[src/iecr_pkg.sv]
// constants and types shared by the interrupt enable and request register block
package iecr_pkg;

    localparam int ADDR_W = 4;
    localparam int DATA_W = 32;
    localparam int LINE_N = 5;
    localparam int WAKE_N = 8;

    // register byte offsets
    localparam logic [ADDR_W-1:0] OFS_EN_PRIMARY   = 4'h0;
    localparam logic [ADDR_W-1:0] OFS_EN_SECONDARY = 4'h4;
    localparam logic [ADDR_W-1:0] OFS_LINE_FLAGS   = 4'h8;

    // irq_enable_primary fields
    localparam int PRI_CLOCK_CALENDAR = 7;
    localparam int PRI_WAKEUP_GROUP   = 5;
    localparam int PRI_LINE_FOUR      = 4;
    localparam int PRI_LINE_THREE     = 3;
    localparam int PRI_EVENT_LINE     = 2;
    localparam int PRI_LINE_ONE       = 1;
    localparam int PRI_LINE_ZERO      = 0;

    // irq_enable_secondary fields
    localparam int SEC_DIRECT_TRANSITION = 7;
    localparam int SEC_CONVERSION_DONE   = 6;
    localparam int SEC_SPARE             = 5;
    localparam int SEC_UPPER_TIMER       = 3;
    localparam int SEC_LOWER_TIMER       = 2;
    localparam int SEC_ASYNC_COUNTER     = 0;

    // external_line_request_flags fields; line index order is 0,1,event,3,4
    localparam int FLG_LINE_ZERO  = 0;
    localparam int FLG_LINE_ONE   = 1;
    localparam int FLG_EVENT_LINE = 2;
    localparam int FLG_LINE_THREE = 3;
    localparam int FLG_LINE_FOUR  = 4;

    // bits that always read as one, then the bits that writes can set
    localparam logic [7:0] PRI_ONES_MASK = 8'h40;
    localparam logic [7:0] SEC_ONES_MASK = 8'h12;
    localparam logic [7:0] FLG_ONES_MASK = 8'hE0;
    localparam logic [7:0] PRI_RW_MASK   = 8'hBF;
    localparam logic [7:0] SEC_RW_MASK   = 8'hED;

    // reset values of the stored bits
    localparam logic [7:0]        PRI_RESET = 8'h00;
    localparam logic [7:0]        SEC_RESET = 8'h00;
    localparam logic [LINE_N-1:0] FLG_RESET = 5'h00;

    localparam logic [1:0] RESP_OKAY   = 2'h0;
    localparam logic [1:0] RESP_SLVERR = 2'h2;

    typedef enum logic [1:0] {
        IECR_SEL_PRIMARY,
        IECR_SEL_SECONDARY,
        IECR_SEL_FLAGS,
        IECR_SEL_NONE
    } iecr_sel_t;

endpackage : iecr_pkg

[src/iecr_line_edge.sv]
// pin synchroniser and selectable edge detector for one external line
`timescale 1ns/1ps
`default_nettype none
module iecr_line_edge (
    input  wire logic clk_in,
    input  wire logic rst_b_in,
    input  wire logic line_in,
    input  wire logic rising_sel_in,
    output logic      edge_out
);

    typedef struct packed {
        logic s1;
        logic s2;
        logic s3;
        logic level;
        logic [1:0] fill;
        logic primed;
        logic edge_seen;
    } iecr_edge_state_t;

    iecr_edge_state_t state;
    iecr_edge_state_t next_state;

    always_comb begin
        next_state           = state;
        next_state.s1        = line_in;
        next_state.s2        = state.s1;
        next_state.s3        = state.s2;
        next_state.edge_seen = 1'b0;
        next_state.fill      = (&state.fill) ? state.fill : state.fill + 2'h1;
        // stages 2 and 3 must agree on real pin samples; reset zeros never prime, so idle-high fakes no edge
        if ((state.s2 == state.s3) && (&state.fill)) begin
            next_state.level  = state.s3;
            next_state.primed = 1'b1;
            if (state.primed && (state.level != state.s3)) begin
                next_state.edge_seen = rising_sel_in ? state.s3 : ~state.s3;
            end
        end
    end

    always_ff @(posedge clk_in or negedge rst_b_in) begin
        if (!rst_b_in) begin
            state <= '0;
        end else begin
            state <= next_state;
        end
    end

    assign edge_out = state.edge_seen;

endmodule : iecr_line_edge
`default_nettype wire

[src/iecr_regs.sv]
// interrupt enable registers and external line request flags behind an AXI4-Lite slave
//
// Implementation choices: the address map and the AXI4-Lite interface to the registers.
`timescale 1ns/1ps
`default_nettype none
module iecr_regs
    import iecr_pkg::*;
(
    input  wire logic              clk_in,
    input  wire logic              rst_b_in,
    // AXI4-Lite slave
    input  wire logic [ADDR_W-1:0] s_axi_awaddr_in,
    input  wire logic              s_axi_awvalid_in,
    output logic                   s_axi_awready_out,
    input  wire logic [DATA_W-1:0] s_axi_wdata_in,
    input  wire logic [3:0]        s_axi_wstrb_in,
    input  wire logic              s_axi_wvalid_in,
    output logic                   s_axi_wready_out,
    output logic [1:0]             s_axi_bresp_out,
    output logic                   s_axi_bvalid_out,
    input  wire logic              s_axi_bready_in,
    input  wire logic [ADDR_W-1:0] s_axi_araddr_in,
    input  wire logic              s_axi_arvalid_in,
    output logic                   s_axi_arready_out,
    output logic [DATA_W-1:0]      s_axi_rdata_out,
    output logic [1:0]             s_axi_rresp_out,
    output logic                   s_axi_rvalid_out,
    input  wire logic              s_axi_rready_in,
    // external line pins, asynchronous
    input  wire logic              external_line_zero_in,
    input  wire logic              external_line_one_in,
    input  wire logic              event_counter_input_line_in,
    input  wire logic              external_line_three_in,
    input  wire logic              external_line_four_in,
    // pin configuration from port logic, same clock; index follows flag bits
    input  wire logic [LINE_N-1:0] line_is_irq_in,
    input  wire logic [LINE_N-1:0] line_rising_sel_in,
    // request levels from other sources, same clock
    input  wire logic              clock_calendar_req_in,
    input  wire logic [WAKE_N-1:0] wakeup_req_in,
    input  wire logic              direct_transition_req_in,
    input  wire logic              conversion_done_req_in,
    input  wire logic              upper_timer_half_req_in,
    input  wire logic              lower_timer_half_req_in,
    input  wire logic              async_counter_req_in,
    // gated requests toward the CPU
    output logic                   clock_calendar_irq_out,
    output logic [WAKE_N-1:0]      wakeup_irq_out,
    output logic [LINE_N-1:0]      ext_line_irq_out,
    output logic                   direct_transition_irq_out,
    output logic                   conversion_done_irq_out,
    output logic                   upper_timer_half_irq_out,
    output logic                   lower_timer_half_irq_out,
    output logic                   async_counter_irq_out
);

    typedef struct packed {
        logic              aw_held;
        logic [ADDR_W-1:0] aw_addr;
        logic              w_held;
        logic [DATA_W-1:0] w_data;
        logic [3:0]        w_strb;
        logic              bvalid;
        logic [1:0]        bresp;
        logic              rvalid;
        logic [DATA_W-1:0] rdata;
        logic [1:0]        rresp;
        logic [7:0]        irq_enable_primary;
        logic [7:0]        irq_enable_secondary;
        logic [LINE_N-1:0] external_line_request_flags;
        logic              clock_calendar_irq;
        logic [WAKE_N-1:0] wakeup_irq;
        logic [LINE_N-1:0] ext_line_irq;
        logic              direct_transition_irq;
        logic              conversion_done_irq;
        logic              upper_timer_half_irq;
        logic              lower_timer_half_irq;
        logic              async_counter_irq;
    } iecr_state_t;

    iecr_state_t state;
    iecr_state_t next_state;

    logic [LINE_N-1:0] line_pins;
    logic [LINE_N-1:0] line_edge;

    // word-aligned decode; low address bits are ignored as the bus allows
    function automatic iecr_sel_t decode_addr(input logic [ADDR_W-1:0] addr);
        iecr_sel_t sel;
        if (addr[ADDR_W-1:2] == OFS_EN_PRIMARY[ADDR_W-1:2]) begin
            sel = IECR_SEL_PRIMARY;
        end else if (addr[ADDR_W-1:2] == OFS_EN_SECONDARY[ADDR_W-1:2]) begin
            sel = IECR_SEL_SECONDARY;
        end else if (addr[ADDR_W-1:2] == OFS_LINE_FLAGS[ADDR_W-1:2]) begin
            sel = IECR_SEL_FLAGS;
        end else begin
            sel = IECR_SEL_NONE;
        end
        return sel;
    endfunction : decode_addr

    assign line_pins[FLG_LINE_ZERO]  = external_line_zero_in;
    assign line_pins[FLG_LINE_ONE]   = external_line_one_in;
    assign line_pins[FLG_EVENT_LINE] = event_counter_input_line_in;
    assign line_pins[FLG_LINE_THREE] = external_line_three_in;
    assign line_pins[FLG_LINE_FOUR]  = external_line_four_in;

    for (genvar i = 0; i < LINE_N; i++) begin : g_line
        iecr_line_edge u_edge (
            .clk_in        (clk_in),
            .rst_b_in      (rst_b_in),
            .line_in       (line_pins[i]),
            .rising_sel_in (line_rising_sel_in[i]),
            .edge_out      (line_edge[i])
        );
    end

    logic              aw_now;
    logic              w_now;
    logic              do_write;
    logic [ADDR_W-1:0] wr_addr;
    logic [DATA_W-1:0] wr_data;
    logic [3:0]        wr_strb;
    iecr_sel_t         wr_sel;
    iecr_sel_t         rd_sel;
    logic [LINE_N-1:0] flag_set;
    logic [LINE_N-1:0] flag_clear;
    logic [7:0]        rd_byte;

    // one write in flight: both address and data stall while a response waits
    assign s_axi_awready_out = ~state.aw_held & ~state.bvalid;
    assign s_axi_wready_out  = ~state.w_held & ~state.bvalid;
    assign s_axi_arready_out = ~state.rvalid;

    always_comb begin
        next_state = state;
        aw_now     = s_axi_awvalid_in & s_axi_awready_out;
        w_now      = s_axi_wvalid_in & s_axi_wready_out;
        wr_addr    = state.aw_held ? state.aw_addr : s_axi_awaddr_in;
        wr_data    = state.w_held ? state.w_data : s_axi_wdata_in;
        wr_strb    = state.w_held ? state.w_strb : s_axi_wstrb_in;
        do_write   = (state.aw_held | aw_now) & (state.w_held | w_now);
        wr_sel     = decode_addr(wr_addr);
        rd_sel     = decode_addr(s_axi_araddr_in);
        flag_set   = line_edge & line_is_irq_in;
        flag_clear = '0;
        rd_byte    = 8'h00;

        // write address and data, taken in either order
        if (aw_now) begin
            next_state.aw_held = 1'b1;
            next_state.aw_addr = s_axi_awaddr_in;
        end
        if (w_now) begin
            next_state.w_held = 1'b1;
            next_state.w_data = s_axi_wdata_in;
            next_state.w_strb = s_axi_wstrb_in;
        end
        if (do_write) begin
            next_state.aw_held = 1'b0;
            next_state.w_held  = 1'b0;
            next_state.bvalid  = 1'b1;
            next_state.bresp   = (wr_sel == IECR_SEL_NONE) ? RESP_SLVERR : RESP_OKAY;
            // only byte lane 0 carries register bits
            if (wr_strb[0]) begin
                if (wr_sel == IECR_SEL_PRIMARY) begin
                    next_state.irq_enable_primary = wr_data[7:0] & PRI_RW_MASK;
                end else if (wr_sel == IECR_SEL_SECONDARY) begin
                    next_state.irq_enable_secondary = wr_data[7:0] & SEC_RW_MASK;
                end else if (wr_sel == IECR_SEL_FLAGS) begin
                    flag_clear = ~wr_data[LINE_N-1:0];
                end
            end
        end else if (state.bvalid && s_axi_bready_in) begin
            next_state.bvalid = 1'b0;
        end

        // a new edge beats a clearing write of the same cycle
        next_state.external_line_request_flags =
            (state.external_line_request_flags & ~flag_clear) | flag_set;

        // read channel
        if (s_axi_arvalid_in && s_axi_arready_out) begin
            if (rd_sel == IECR_SEL_PRIMARY) begin
                rd_byte = state.irq_enable_primary | PRI_ONES_MASK;
            end else if (rd_sel == IECR_SEL_SECONDARY) begin
                rd_byte = state.irq_enable_secondary | SEC_ONES_MASK;
            end else if (rd_sel == IECR_SEL_FLAGS) begin
                rd_byte = {3'h0, state.external_line_request_flags} | FLG_ONES_MASK;
            end
            next_state.rvalid = 1'b1;
            next_state.rdata  = {24'h000000, rd_byte};
            next_state.rresp  = (rd_sel == IECR_SEL_NONE) ? RESP_SLVERR : RESP_OKAY;
        end else if (state.rvalid && s_axi_rready_in) begin
            next_state.rvalid = 1'b0;
        end

        // outputs follow the registered enables and flags with no extra lag
        next_state.clock_calendar_irq = clock_calendar_req_in
            & next_state.irq_enable_primary[PRI_CLOCK_CALENDAR];
        next_state.wakeup_irq = wakeup_req_in
            & {WAKE_N{next_state.irq_enable_primary[PRI_WAKEUP_GROUP]}};
        next_state.ext_line_irq[FLG_LINE_FOUR] =
            next_state.external_line_request_flags[FLG_LINE_FOUR]
            & next_state.irq_enable_primary[PRI_LINE_FOUR];
        next_state.ext_line_irq[FLG_LINE_THREE] =
            next_state.external_line_request_flags[FLG_LINE_THREE]
            & next_state.irq_enable_primary[PRI_LINE_THREE];
        next_state.ext_line_irq[FLG_EVENT_LINE] =
            next_state.external_line_request_flags[FLG_EVENT_LINE]
            & next_state.irq_enable_primary[PRI_EVENT_LINE];
        next_state.ext_line_irq[FLG_LINE_ONE] =
            next_state.external_line_request_flags[FLG_LINE_ONE]
            & next_state.irq_enable_primary[PRI_LINE_ONE];
        next_state.ext_line_irq[FLG_LINE_ZERO] =
            next_state.external_line_request_flags[FLG_LINE_ZERO]
            & next_state.irq_enable_primary[PRI_LINE_ZERO];
        next_state.direct_transition_irq = direct_transition_req_in
            & next_state.irq_enable_secondary[SEC_DIRECT_TRANSITION];
        next_state.conversion_done_irq = conversion_done_req_in
            & next_state.irq_enable_secondary[SEC_CONVERSION_DONE];
        next_state.upper_timer_half_irq = upper_timer_half_req_in
            & next_state.irq_enable_secondary[SEC_UPPER_TIMER];
        next_state.lower_timer_half_irq = lower_timer_half_req_in
            & next_state.irq_enable_secondary[SEC_LOWER_TIMER];
        next_state.async_counter_irq = async_counter_req_in
            & next_state.irq_enable_secondary[SEC_ASYNC_COUNTER];
    end

    always_ff @(posedge clk_in or negedge rst_b_in) begin
        if (!rst_b_in) begin
            state                             <= '0;
            state.irq_enable_primary          <= PRI_RESET;
            state.irq_enable_secondary        <= SEC_RESET;
            state.external_line_request_flags <= FLG_RESET;
        end else begin
            state <= next_state;
        end
    end

    assign s_axi_bvalid_out          = state.bvalid;
    assign s_axi_bresp_out           = state.bresp;
    assign s_axi_rvalid_out          = state.rvalid;
    assign s_axi_rdata_out           = state.rdata;
    assign s_axi_rresp_out           = state.rresp;
    assign clock_calendar_irq_out    = state.clock_calendar_irq;
    assign wakeup_irq_out            = state.wakeup_irq;
    assign ext_line_irq_out          = state.ext_line_irq;
    assign direct_transition_irq_out = state.direct_transition_irq;
    assign conversion_done_irq_out   = state.conversion_done_irq;
    assign upper_timer_half_irq_out  = state.upper_timer_half_irq;
    assign lower_timer_half_irq_out  = state.lower_timer_half_irq;
    assign async_counter_irq_out     = state.async_counter_irq;

endmodule : iecr_regs
`default_nettype wire

[config.mk]
export PLATFORM = sky130hd
export DESIGN_NAME = iecr_regs
export DESIGN_NICKNAME = d
export VERILOG_FILES = /design/src/iecr_pkg.sv /design/src/iecr_line_edge.sv /design/src/iecr_regs.sv
export SDC_FILE = /design/constraint.sdc
export NUM_CORES = 1
export LEC_CHECK = 0
export BUFFER_PORTS_ARGS = -buffer_cell sky130_fd_sc_hd__buf_2
export CAP_MARGIN = 20
export CORE_MARGIN = 3
export CORE_UTILIZATION = 46
export DETAILED_ROUTE_END_ITERATION = 8
export GPL_ROUTABILITY_DRIVEN = 0
export MAX_ROUTING_LAYER = met4
export PLACE_DENSITY = 0.76
export SLEW_MARGIN = 10
export SYNTH_ARGS = -nofsm -noshare
export SYNTH_HDL_FRONTEND = slang
export SYNTH_SLANG_ARGS = --single-unit
export TNS_END_PERCENT = 30
[constraint.sdc]
create_clock -name clk_in -period 1.5 [get_ports clk_in]
set_input_delay 0.15 -clock clk_in [delete_from_list [all_inputs] [get_ports clk_in]]
set_output_delay 0.15 -clock clk_in [all_outputs]
set_load 0.01 [all_outputs]
==> results of run 1 <==
[cell usage after synthesis, types with 3 or more instances]
library cell	number
xnor2_1	10
a221oi_1	3
inv_1	14
a211oi_1	3
o21ai_0	18
o41ai_1	3
nor2_1	14
mux2i_1	11
mux2_1	3
buf_4	50
buf_2	4
or4b_2	5
nor2b_1	3
a31oi_1	6
a21o_1	6
nand2b_1	8
clkbuf_1	3
nor3b_1	8
dfrtp_1	102
a21oi_1	35
nand4b_1	5
mux2_2	26
ha_1	5
nand2_1	31
nand3_1	3
[metrics by stage]
step           setup slack (ns)  hold WS, ns   util  area [um2]  cells
2_1_floorplan            -0.125       -0.146      -        4760    422
3_3_place_gp             -0.116       0.0890  0.544        5150    602
3_5_place_dp             -0.136       0.0986  0.544        5150    602
4_1_cts                 -0.0838      0.00917  0.594        5620    634
5_1_grt                  -0.169      0.00481  0.608        5760    638
6_report                -0.0822       0.0194  0.608        5760    638
[sequential cells by signal (all words and copies together), names as in the netlist, 5 cells and up]
register,flops
ext_line_irq_out,5
g_line.u_edge.edge_out,5
g_line.u_edge.next_state,10
g_line.u_edge.state,25
s_axi_rdata_out,8
state,31
wakeup_irq_out,8
[logic make-up after synthesis]
kind of cell,synth area share
other,0.000815
XOR/XNOR,0.0190
AO/OA/AOI/OAI,0.108
adder cells (fa/ha/maj),0.0136
flip-flops,0.555
AND/OR/NAND/NOR,0.103
buffers and inverters,0.0998
multiplexers,0.101
[final cells by class]
cell class | instances | area, um2 | share of cell area
inverters | 14 | 52.6 | 0.00913
clock inverters | 7 | 80.1 | 0.0139
repair buffers | 126 | 852 | 0.148
multi-input cells | 249 | 1930 | 0.335
flip-flops and latches | 102 | 2550 | 0.444
diodes | 2 | 5.00 | 0.000870
well taps | 129 | 161 | 0.0280
clock buffers | 9 | 124 | 0.0215
[how the worst min path moves through the flow]
stage,slack [ns],endpoint,cells past startpoint,from
finish,0.02,state[89]$_DFFE_PN0P_,2,s_axi_wdata_in[7]
global placement,0.09,g_line[2].u_edge.state[2]$_DFFE_PN0N_,1,rst_b_in
detailed placement,0.1,g_line[2].u_edge.state[2]$_DFFE_PN0N_,1,rst_b_in
CTS,0.009,state[84]$_DFFE_PN0P_,2,s_axi_wdata_in[2]
global route,0.005,state[89]$_DFFE_PN0P_,2,s_axi_wdata_in[7]
floorplan,-0.15,async_counter_irq_out$_DFF_PN0_,0,rst_b_in
[power by group through the flow]
stage / clock network [W] / registers, W / logic, W
2_1_floorplan: 0 / 0.00389 / 0.00206
3_3_place_gp: 0 / 0.00391 / 0.00272
3_5_place_dp: 0 / 0.00397 / 0.00279
4_1_cts: 0.00183 / 0.00394 / 0.00305
5_1_grt: 0.00195 / 0.00407 / 0.00357
6_report: 0.00178 / 0.00396 / 0.00328
[per-layer routing]
metal	GRT usage	vias up
met5	-	-
met3	0.0486	18
met4	0.0694	0
met1	0.219	1565
li1	-	1528
met2	0.289	102
[critical path: cells and delay by family (launching register included)]
kind,cells,cell delay (ns)
DFF,1,0.43
buffers and inverters,3,0.48
AOI/OAI and AO/OA,1,0.09
and+or+nand+nor,1,0.17
muxes,1,0.33
[timing repair]
action / 4_1_cts / 5_1_grt
pin swaps: 3 / 7
endpoints found under the setup margin: 36 / 48
hold endpoints to repair: 39 / 0
hold buffers: 13 / 0
setup buffers: 3 / 2
gates resized for setup: 23 / 19
==> flow_summary_export.csv, run 1 <==
group,metric,value,unit
yosys,syn_inst,397,
timing,tns,-1.27,ns
global_routing,grt_pass1_wl,15500,um
critical_path,path_common_cell,"buf_4",
yosys,ys.flop_type,"dfrtp_1",
power_and_ir_drop,pwr-share-comb,0.364,
clock_tree,ctsHtreeMaxLevel,3,
clock_tree,clock_path_buffers,2,
timing,worstMarginPinSlew,0.511,ns
global_routing,antenna_found_initial,2,
job,maxCapViolations,0,
die,rows,35,
critical_path,critPathMaxFanout,9,
layout,drive_above_1_share,0.394,
power_and_ir_drop,swShare,0.345,
yosys,synth_edf_count,0,
yosys,synth.top_cells.by_area,"dfrtp_1 (55%), buf_4 (8.2%), mux2_2 (6.4%)",
power_and_ir_drop,leakagePower,2.66,nW
yosys,synth_cell_types,37,
yosys,yosysTopAreaCell,"dfrtp_1",
routing,vias,3213,
power_and_ir_drop,irDropWorstVdd,540,uV
timing,worst_slack,-0.0822,ns
layout,nNetsFinal,587,
routing,ant_nets,0,
global_routing,grt_pass1_vias,3215,
timing,maxSlewViolCount,0,
power_and_ir_drop,pwr-share-clk,0.197,
die,core_area,0.00946,mm2
run_status,violations,"setup timing",
die,die_area,0.0112,mm2
run_status,outcome,"finished, violations left",
layout,fillers,775,
clock_tree,cts_tree,"yes",
place,portBuffers,82,
critical_path,regToRegSetupSlack,-0.08,ns
critical_path,end_kind,"flip-flop",
routing,drtIter0Drc,140,
place,dp_hpwl,6860,um
routing,met1_length,3830,um
routing,dr_wl_met3,644,um
critical_path,crit_path_max_incr_delay,0.43,ns
die,die_y,106,um
yosys,synth_seq_cells,102,
power_and_ir_drop,seqPwrFrac,0.439,
layout,layout_commonest_cell,"dfrtp_1",
critical_path,critPathLaunchType,"flip-flop",
critical_path,worst_path_max_delay_cell,"dfrtp_2",
critical_path,crit_end,"wakeup_irq_out[2]$_DFF_PN0_",
routing,avgRoutedWirePerCell,14.7,um
routing,drc,0,
critical_path,cp.required,1.78,ns
timing,finClkSkew,0.0102,ns
die,die_w,106,um
timing,setup_viol,29,
layout,final_cell_mix,"dfrtp_1 (100), buf_2 (81), a21oi_1 (33)",
timing,post-route-period-util,1.05,
critical_path,reg2reg_to,"wakeup_irq_out[2]$_DFF_PN0_",
die,io_pins,140,
power_and_ir_drop,p_total,0.00903,W
critical_path,r2r_cells,6,
routing,dr.pass1.iters,4,
timing,fmax,632,MHz
critical_path,r2r-start,"state[119]$_DFFE_PN0P_",
clock_tree,clk_pin_slew,0.10,ns
critical_path,cp.arrival,1.86,ns
timing,max-slew-margin-rel,0.658,
min_path,hold_class,"input pin to flip-flop",
routing,highest_layer,"met4",
timing,min_period,1.58,ns
routing,vias_per_cell,5.04,
layout,syn_to_final_growth,25.1,%
global_routing,grt_usage,0.180,
power_and_ir_drop,p_int,0.00591,W
global_routing,overflow,0,
yosys,async_flop_share,1.00,
critical_path,path_cells,"buf_4 -> mux2i_4 -> buf_4 -> a31oi_4 -> buf_12 -> nor3b_1",
die,initial_utilization,0.486,
power_and_ir_drop,netSwitchingPower,0.00311,W
yosys,avgSynthCellArea,11.6,um2
power_and_ir_drop,p_per_area,1570,mW/mm2
routing,dr_wl_met2,4730,um
yosys,syn_area,0.00460,mm2
clock_tree,cts.sinks,102,
global_routing,grt_start_max_net_pins,33,
clock_tree,cts_made_buffers,9,
critical_path,crit_type,"flip-flop to flip-flop",
yosys,synth_top_area_share,0.555,
yosys,yosysWarnings,0,
clock_tree,clockRootBuffer,"clkbuf_8",
routing,drt_wl_total,9380,um
clock_tree,clk_latency,0.37,ns
critical_path,cp-startpoint,"state[119]$_DFFE_PN0P_",
yosys,synth_seq_area_share,0.555,
timing,rsz0062_at_grt,"yes",
timing,hold_viol,0,
(Power assumes the default switching activity.)
==> inputs of run 2 (changes only) <==
--- a/config.mk
+++ b/config.mk
@@ -8,11 +8,11 @@
 export BUFFER_PORTS_ARGS = -buffer_cell sky130_fd_sc_hd__buf_2
 export CAP_MARGIN = 20
 export CORE_MARGIN = 3
-export CORE_UTILIZATION = 46
+export CORE_UTILIZATION = 51
 export DETAILED_ROUTE_END_ITERATION = 8
 export GPL_ROUTABILITY_DRIVEN = 0
 export MAX_ROUTING_LAYER = met4
-export PLACE_DENSITY = 0.76
+export PLACE_DENSITY = 0.79
 export SLEW_MARGIN = 10
 export SYNTH_ARGS = -nofsm -noshare
 export SYNTH_HDL_FRONTEND = slang
==> constraint.sdc (replaced) <==
create_clock -name clk_in -period 1.8 [get_ports clk_in]
set_input_delay 0.18 -clock clk_in [delete_from_list [all_inputs] [get_ports clk_in]]
set_output_delay 0.18 -clock clk_in [all_outputs]
set_load 0.01 [all_outputs]
==> flow_summary_export.csv, run 2 (synthesis results as in run 1) <==
group,metric,value,unit
run_status,outcome,"complete, no violations",
power_and_ir_drop,seqPwrFrac,0.467,
global_routing,grt_pass1_vias,2976,
critical_path,regToRegSetupSlack,0.07,ns
die,die_y,101,um
power_and_ir_drop,p_total,0.00699,W
timing,post-route-period-util,0.962,
clock_tree,clk_pin_slew,0.09,ns
global_routing,antenna_found_initial,2,
timing,maxSlewViolCount,0,
die,core_area,0.00876,mm2
layout,nNetsFinal,569,
place,dp_slack,0.0170,ns
place,portBuffers,82,
critical_path,critPathTopFamily,"compound AO/OA/AOI/OAI gates",
critical_path,critPathMaxFanout,10,
power_and_ir_drop,pwr-share-clk,0.219,
critical_path,reg2reg_to,"ext_line_irq_out[3]$_DFF_PN0_",
timing,finClkSkew,0.00536,ns
timing,whs,0.0294,ns
min_path,hold_class,"input pin to flip-flop",
routing,avgRoutedWirePerCell,15.0,um
critical_path,worst_path_max_delay_cell,"dfrtp_2",
routing,vias_per_cell,5.23,
clock_tree,clockRootBuffer,"clkbuf_8",
timing,worst_slack,0.0678,ns
timing,fmax,577,MHz
place,dp_hpwl,6700,um
power_and_ir_drop,pwr-share-comb,0.314,
clock_tree,clk_latency,0.36,ns
clock_tree,clock_path_buffers,2,
global_routing,grt_usage,0.186,
critical_path,crit_path_max_incr_delay,0.45,ns
power_and_ir_drop,irDropWorstVdd,761,uV
die,rows,34,
timing,setup_viol,0,
clock_tree,cts_tree,"yes",
min_path,hold_depth,3,
die,io_pins,140,
clock_tree,cts_made_buffers,9,
critical_path,cp.required,2.04,ns
routing,dr.pass1.iters,4,
layout,drive_above_1_share,0.326,
layout,largest_register_ffs,31,
critical_path,r2r_cells,4,
critical_path,critPathLaunchType,"flip-flop",
critical_path,cp.arrival,1.97,ns
layout,syn_to_final_growth,15.5,%
die,initial_utilization,0.525,
routing,ant_nets,0,
power_and_ir_drop,swShare,0.327,
die,die_area,0.0102,mm2
power_and_ir_drop,p_per_area,1320,mW/mm2
clock_tree,cts.sinks,102,
power_and_ir_drop,leakagePower,2.49,nW
routing,drtIter0Drc,121,
critical_path,r2r-start,"state[114]$_DFFE_PN0P_",
timing,rsz0062_at_grt,"no",
job,maxCapViolations,0,
timing,hold_viol,0,
global_routing,overflow,0,
critical_path,end_kind,"flip-flop",
power_and_ir_drop,netSwitchingPower,0.00229,W
critical_path,path_depth,4,
global_routing,grt_pass1_wl,14300,um
critical_path,path_cells,"mux2_1 -> o221a_2 -> nand3_1 -> a221oi_1",
layout,largest_register,"state",
timing,min_period,1.73,ns
routing,vias,3127,
critical_path,crit_type,"flip-flop to flip-flop",
layout,layout_commonest_cell,"dfrtp_1",
power_and_ir_drop,p_int,0.00471,W
critical_path,cp.buffers_inverters,0,
global_routing,grt_start_max_net_pins,40,
layout,final_cell_mix,"dfrtp_1 (100), buf_2 (81), a21oi_1 (35)",
routing,drt_wl_total,8990,um
timing,tns,0,ns
min_path,hold_path_end,"direct_transition_irq_out$_DFF_PN0_",
routing,drc,0,
min_path,hp-start,"direct_transition_req_in",
die,die_w,101,um
clock_tree,ctsHtreeMaxLevel,3,
==> run 2: cell count changes in the layout (fill, tap and decap cells not counted), moves of 3 or more <==
cell	previous run	this run
buf_4	21	15
buf_6	7	1
nor3b_1	2	8
nor3b_2	6	0
dlygate4sd3_1	13	8
mux2_4	5	0
a31oi_1	2	6
a221oi_1	0	3
a221oi_2	3	0
mux2_1	0	3
mux2i_4	3	0
nor2_4	3	0
==> run 2: worst min-delay path, delay by kind of cell <==
| kind | cells | cell delay (ns) |
|---|---|---|
| buffers and inverters | 2 | 0.14 |
| AO/OA/AOI/OAI | 1 | 0.04 |
==> run 2: per-layer routing <==
| metal | global-route usage | share of wire | routed length, um | vias to the layer above |
|---|---|---|---|---|
| met2 | 0.285 | 0.48 | 4320 | 105 |
| li1 | - | - | - | 1490 |
| met5 | - | 0 | 0 | - |
| met3 | 0.0429 | 0.071 | 634 | 17 |
| met1 | 0.239 | 0.43 | 3850 | 1515 |
| met4 | 0.0777 | 0.020 | 182 | 0 |
==> run 2: how the worst max path moves through the flow <==
stage / startpoint / to / slack (ns)
5_1_grt: state[114]$_DFFE_PN0P_ / state[26]$_DFF_PN0_ / 0.007
6_report: state[114]$_DFFE_PN0P_ / ext_line_irq_out[3]$_DFF_PN0_ / 0.07
3_3_place_gp: state[119]$_DFFE_PN0P_ / state[24]$_DFF_PN0_ / 0.07
4_1_cts: state[114]$_DFFE_PN0P_ / state[26]$_DFF_PN0_ / 0.02
2_1_floorplan: state[119]$_DFFE_PN0P_ / state[26]$_DFF_PN0_ / 0.09
3_5_place_dp: state[119]$_DFFE_PN0P_ / direct_transition_irq_out$_DFF_PN0_ / 0.02
==> run 2: stage by stage <==
stage,utilization,instances,instance area [um2]
CTS,0.604,595,5290
global placement,0.571,572,5000
floorplan,-,422,4690
finish,0.607,598,5320
global route,0.607,598,5320
detailed placement,0.571,572,5000
==> run 2: final cells by class <==
cell class | count | area (um2)
Inverter | 14 | 52.6
Timing Repair Buffer | 108 | 669
Fill cell | 714 | 3450
Multi-Input combinational cell | 249 | 1690
Clock inverter | 6 | 86.3
Sequential cell | 102 | 2550
Antenna cell | 2 | 5.00
Clock buffer | 9 | 124
Tap cell | 108 | 135
==> run 2: repair_timing <==
action	CTS	global route
setup endpoints to repair	1	10
hold endpoints to repair	32	0
hold buffers	8	0
buffers inserted	0	1
resized for setup	1	4
==> run 2: power groups by stage <==
stage / logic [W] / registers [W] / clock network [W]
floorplan: 0.00162 / 0.00322 / 0
global placement: 0.00208 / 0.00326 / 0
detailed placement: 0.00215 / 0.00331 / 0
CTS: 0.00218 / 0.00327 / 0.00159
global route: 0.00240 / 0.00334 / 0.00166
finish: 0.00220 / 0.00326 / 0.00153
==> inputs of run 3 (changes only) <==
==> constraint.sdc (replaced) <==
create_clock -name clk_in -period 1.64 [get_ports clk_in]
set_input_delay 0.164 -clock clk_in [delete_from_list [all_inputs] [get_ports clk_in]]
set_output_delay 0.164 -clock clk_in [all_outputs]
set_load 0.01 [all_outputs]
==> flow_summary_export.csv, run 3 (synthesis results as in run 1) <==
group,metric,value,unit
global_routing,use_met3,0.0464,
clock_tree,cts_made_buffers,9,
timing,tns,-0.0639,ns
run_status,outcome,"finished, violations left",
routing,drc,0,
die,io_pins,140,
power_and_ir_drop,pwr-share-clk,0.176,
critical_path,crit_path_max_incr_delay,0.49,ns
die,die_y,101,um
global_routing,grt_start_max_net_pins,47,
critical_path,reg2reg_to,"state[19]$_DFF_PN0_",
timing,hold_viol,0,
routing,vias,3238,
routing,dr.pass1.iters,4,
clock_tree,cts_tree,"yes",
timing,post-route-period-util,1.03,
power_and_ir_drop,p_total,0.00786,W
clock_tree,ctsHtreeMaxLevel,3,
global_routing,grt_pass1_vias,3111,
layout,largest_register,"state",
timing,rsz0062_at_grt,"yes",
global_routing,overflow,0,
layout,layout_commonest_cell,"dfrtp_1",
clock_tree,clockRootBuffer,"clkbuf_8",
die,die_area,0.0102,mm2
timing,fmax,593,MHz
critical_path,critPathTopFamily,"compound AO/OA/AOI/OAI gates",
critical_path,critPathMaxFanout,5,
critical_path,regToRegSetupSlack,-0.05,ns
clock_tree,cts.sinks,102,
global_routing,antenna_found_initial,1,
layout,final_cell_mix,"dfrtp_1 (100), buf_2 (81), a21oi_1 (35)",
routing,vias_per_cell,5.31,
timing,worst_slack,-0.0471,ns
power_and_ir_drop,p_per_area,1420,mW/mm2
layout,drive_above_1_share,0.371,
timing,min_period,1.69,ns
global_routing,met1_usage,0.243,
critical_path,critPathLaunchType,"flip-flop",
layout,largest_register_ffs,31,
critical_path,worst_path_max_delay_cell,"dfrtp_2",
critical_path,r2r-start,"state[119]$_DFFE_PN0P_",
timing,maxSlewViolCount,0,
routing,drt_wl_total,9620,um
clock_tree,clock_path_buffers,2,
power_and_ir_drop,netSwitchingPower,0.00273,W
global_routing,busiest_layer,"met2",
critical_path,cp.arrival,1.93,ns
critical_path,cp-startpoint,"state[119]$_DFFE_PN0P_",
global_routing,grt_pass1_wl,14900,um
critical_path,end_kind,"flip-flop",
power_and_ir_drop,leakagePower,2.59,nW
critical_path,cp.buffers_inverters,2,
layout,syn_to_final_growth,20.0,%
die,initial_utilization,0.525,
clock_tree,clk_latency,0.36,ns
power_and_ir_drop,seqPwrFrac,0.464,
critical_path,cp.required,1.88,ns
min_path,hold_class,"input pin to flip-flop",
die,rows,34,
layout,fillers,685,
power_and_ir_drop,swShare,0.348,
place,portBuffers,82,
die,die_w,101,um
clock_tree,clk_pin_slew,0.10,ns
global_routing,use_met2,0.307,
run_status,violations,"setup timing",
power_and_ir_drop,pwr-share-comb,0.360,
power_and_ir_drop,p_int,0.00512,W
routing,avgRoutedWirePerCell,15.8,um
timing,finClkSkew,0.00936,ns
layout,nNetsFinal,581,
job,maxCapViolations,0,
critical_path,path_common_cell,"buf_4",
critical_path,crit_end,"state[19]$_DFF_PN0_",
place,dp_hpwl,6860,um
routing,drtIter0Drc,147,
die,core_area,0.00876,mm2
timing,setup_viol,2,
critical_path,r2r_cells,5,
global_routing,grt_usage,0.193,
power_and_ir_drop,irDropWorstVdd,819,uV
critical_path,crit_type,"flip-flop to flip-flop",
critical_path,path_depth,5,
routing,ant_nets,0,
layout,post-route-util,0.630,
critical_path,path_cells,"buf_4 -> o221ai_4 -> buf_4 -> o41ai_1 -> nand2_1",
run 3: worst min-delay path by stage:
stage          slack (ns)  cells past startpoint                   start                           endpoint
2_1_floorplan       -0.13                      0                rst_b_in    async_counter_irq_out$_DFF_PN0_
3_3_place_gp         0.14                      1                rst_b_in     s_axi_rdata_out[6]$_DFFE_PN0P_
3_5_place_dp         0.14                      1                rst_b_in     s_axi_rdata_out[6]$_DFFE_PN0P_
4_1_cts            0.0004                      3  conversion_done_req_in  conversion_done_irq_out$_DFF_PN0_
5_1_grt              0.03                      3       line_is_irq_in[2]                state[21]$_DFF_PN0_
6_report             0.02                      3  conversion_done_req_in  conversion_done_irq_out$_DFF_PN0_
run 3: worst reg2reg max path, cell delays in order (launching register included):
cell      delay [ns]
dfrtp_2         0.49
buf_4           0.18
o221ai_4        0.17
buf_4           0.19
o41ai_1         0.42
nand2_1         0.11
run 3: final cells by class:
type / instances / area, um2 / share of cell area
inverters: 14 / 52.6 / 0.00952
clock inverters: 6 / 38.8 / 0.00702
clock buffers: 10 / 128 / 0.0231
multi-input cells: 249 / 1830 / 0.331
flip-flops and latches: 102 / 2550 / 0.463
repair buffers: 120 / 782 / 0.142
well taps: 108 / 135 / 0.0245
diodes: 1 / 2.50 / 0.000453
run 3: layer usage:
| metal | wire [um] | up-vias |
|---|---|---|
| li1 | - | 1515 |
| met1 | 4020 | 1589 |
| met2 | 4770 | 120 |
| met3 | 645 | 14 |
| met4 | 181 | 0 |
| met5 | 0 | - |
run 3: power groups by stage:
stage	registers [W]	logic, W	clock network (W)
floorplan	0.00355	0.00184	0
global placement	0.00360	0.00237	0
detailed placement	0.00365	0.00246	0
CTS	0.00361	0.00250	0.00141
global route	0.00373	0.00305	0.00152
finish	0.00364	0.00283	0.00139
run 3: metrics by stage:
stage                     hold WS [ns]  setup slack [ns]  cells  cell area, um2
after global placement           0.137           0.00929    577            5070
final                           0.0152           -0.0471    610            5520
after floorplan                 -0.132           0.00296    422            4740
after global routing            0.0258            -0.137    610            5520
after detailed placement         0.138           -0.0667    577            5070
after CTS                     0.000445           0.00793    602            5340
run 3: timing repair:
item / in CTS / in global routing
setup endpoints to repair: 23 / 30
buffers inserted: 0 / 7
hold buffers: 9 / 0
resized for setup: 2 / 24
gates cloned: 0 / 0
endpoints found under the hold margin: 37 / 0
pin swaps: 0 / 4
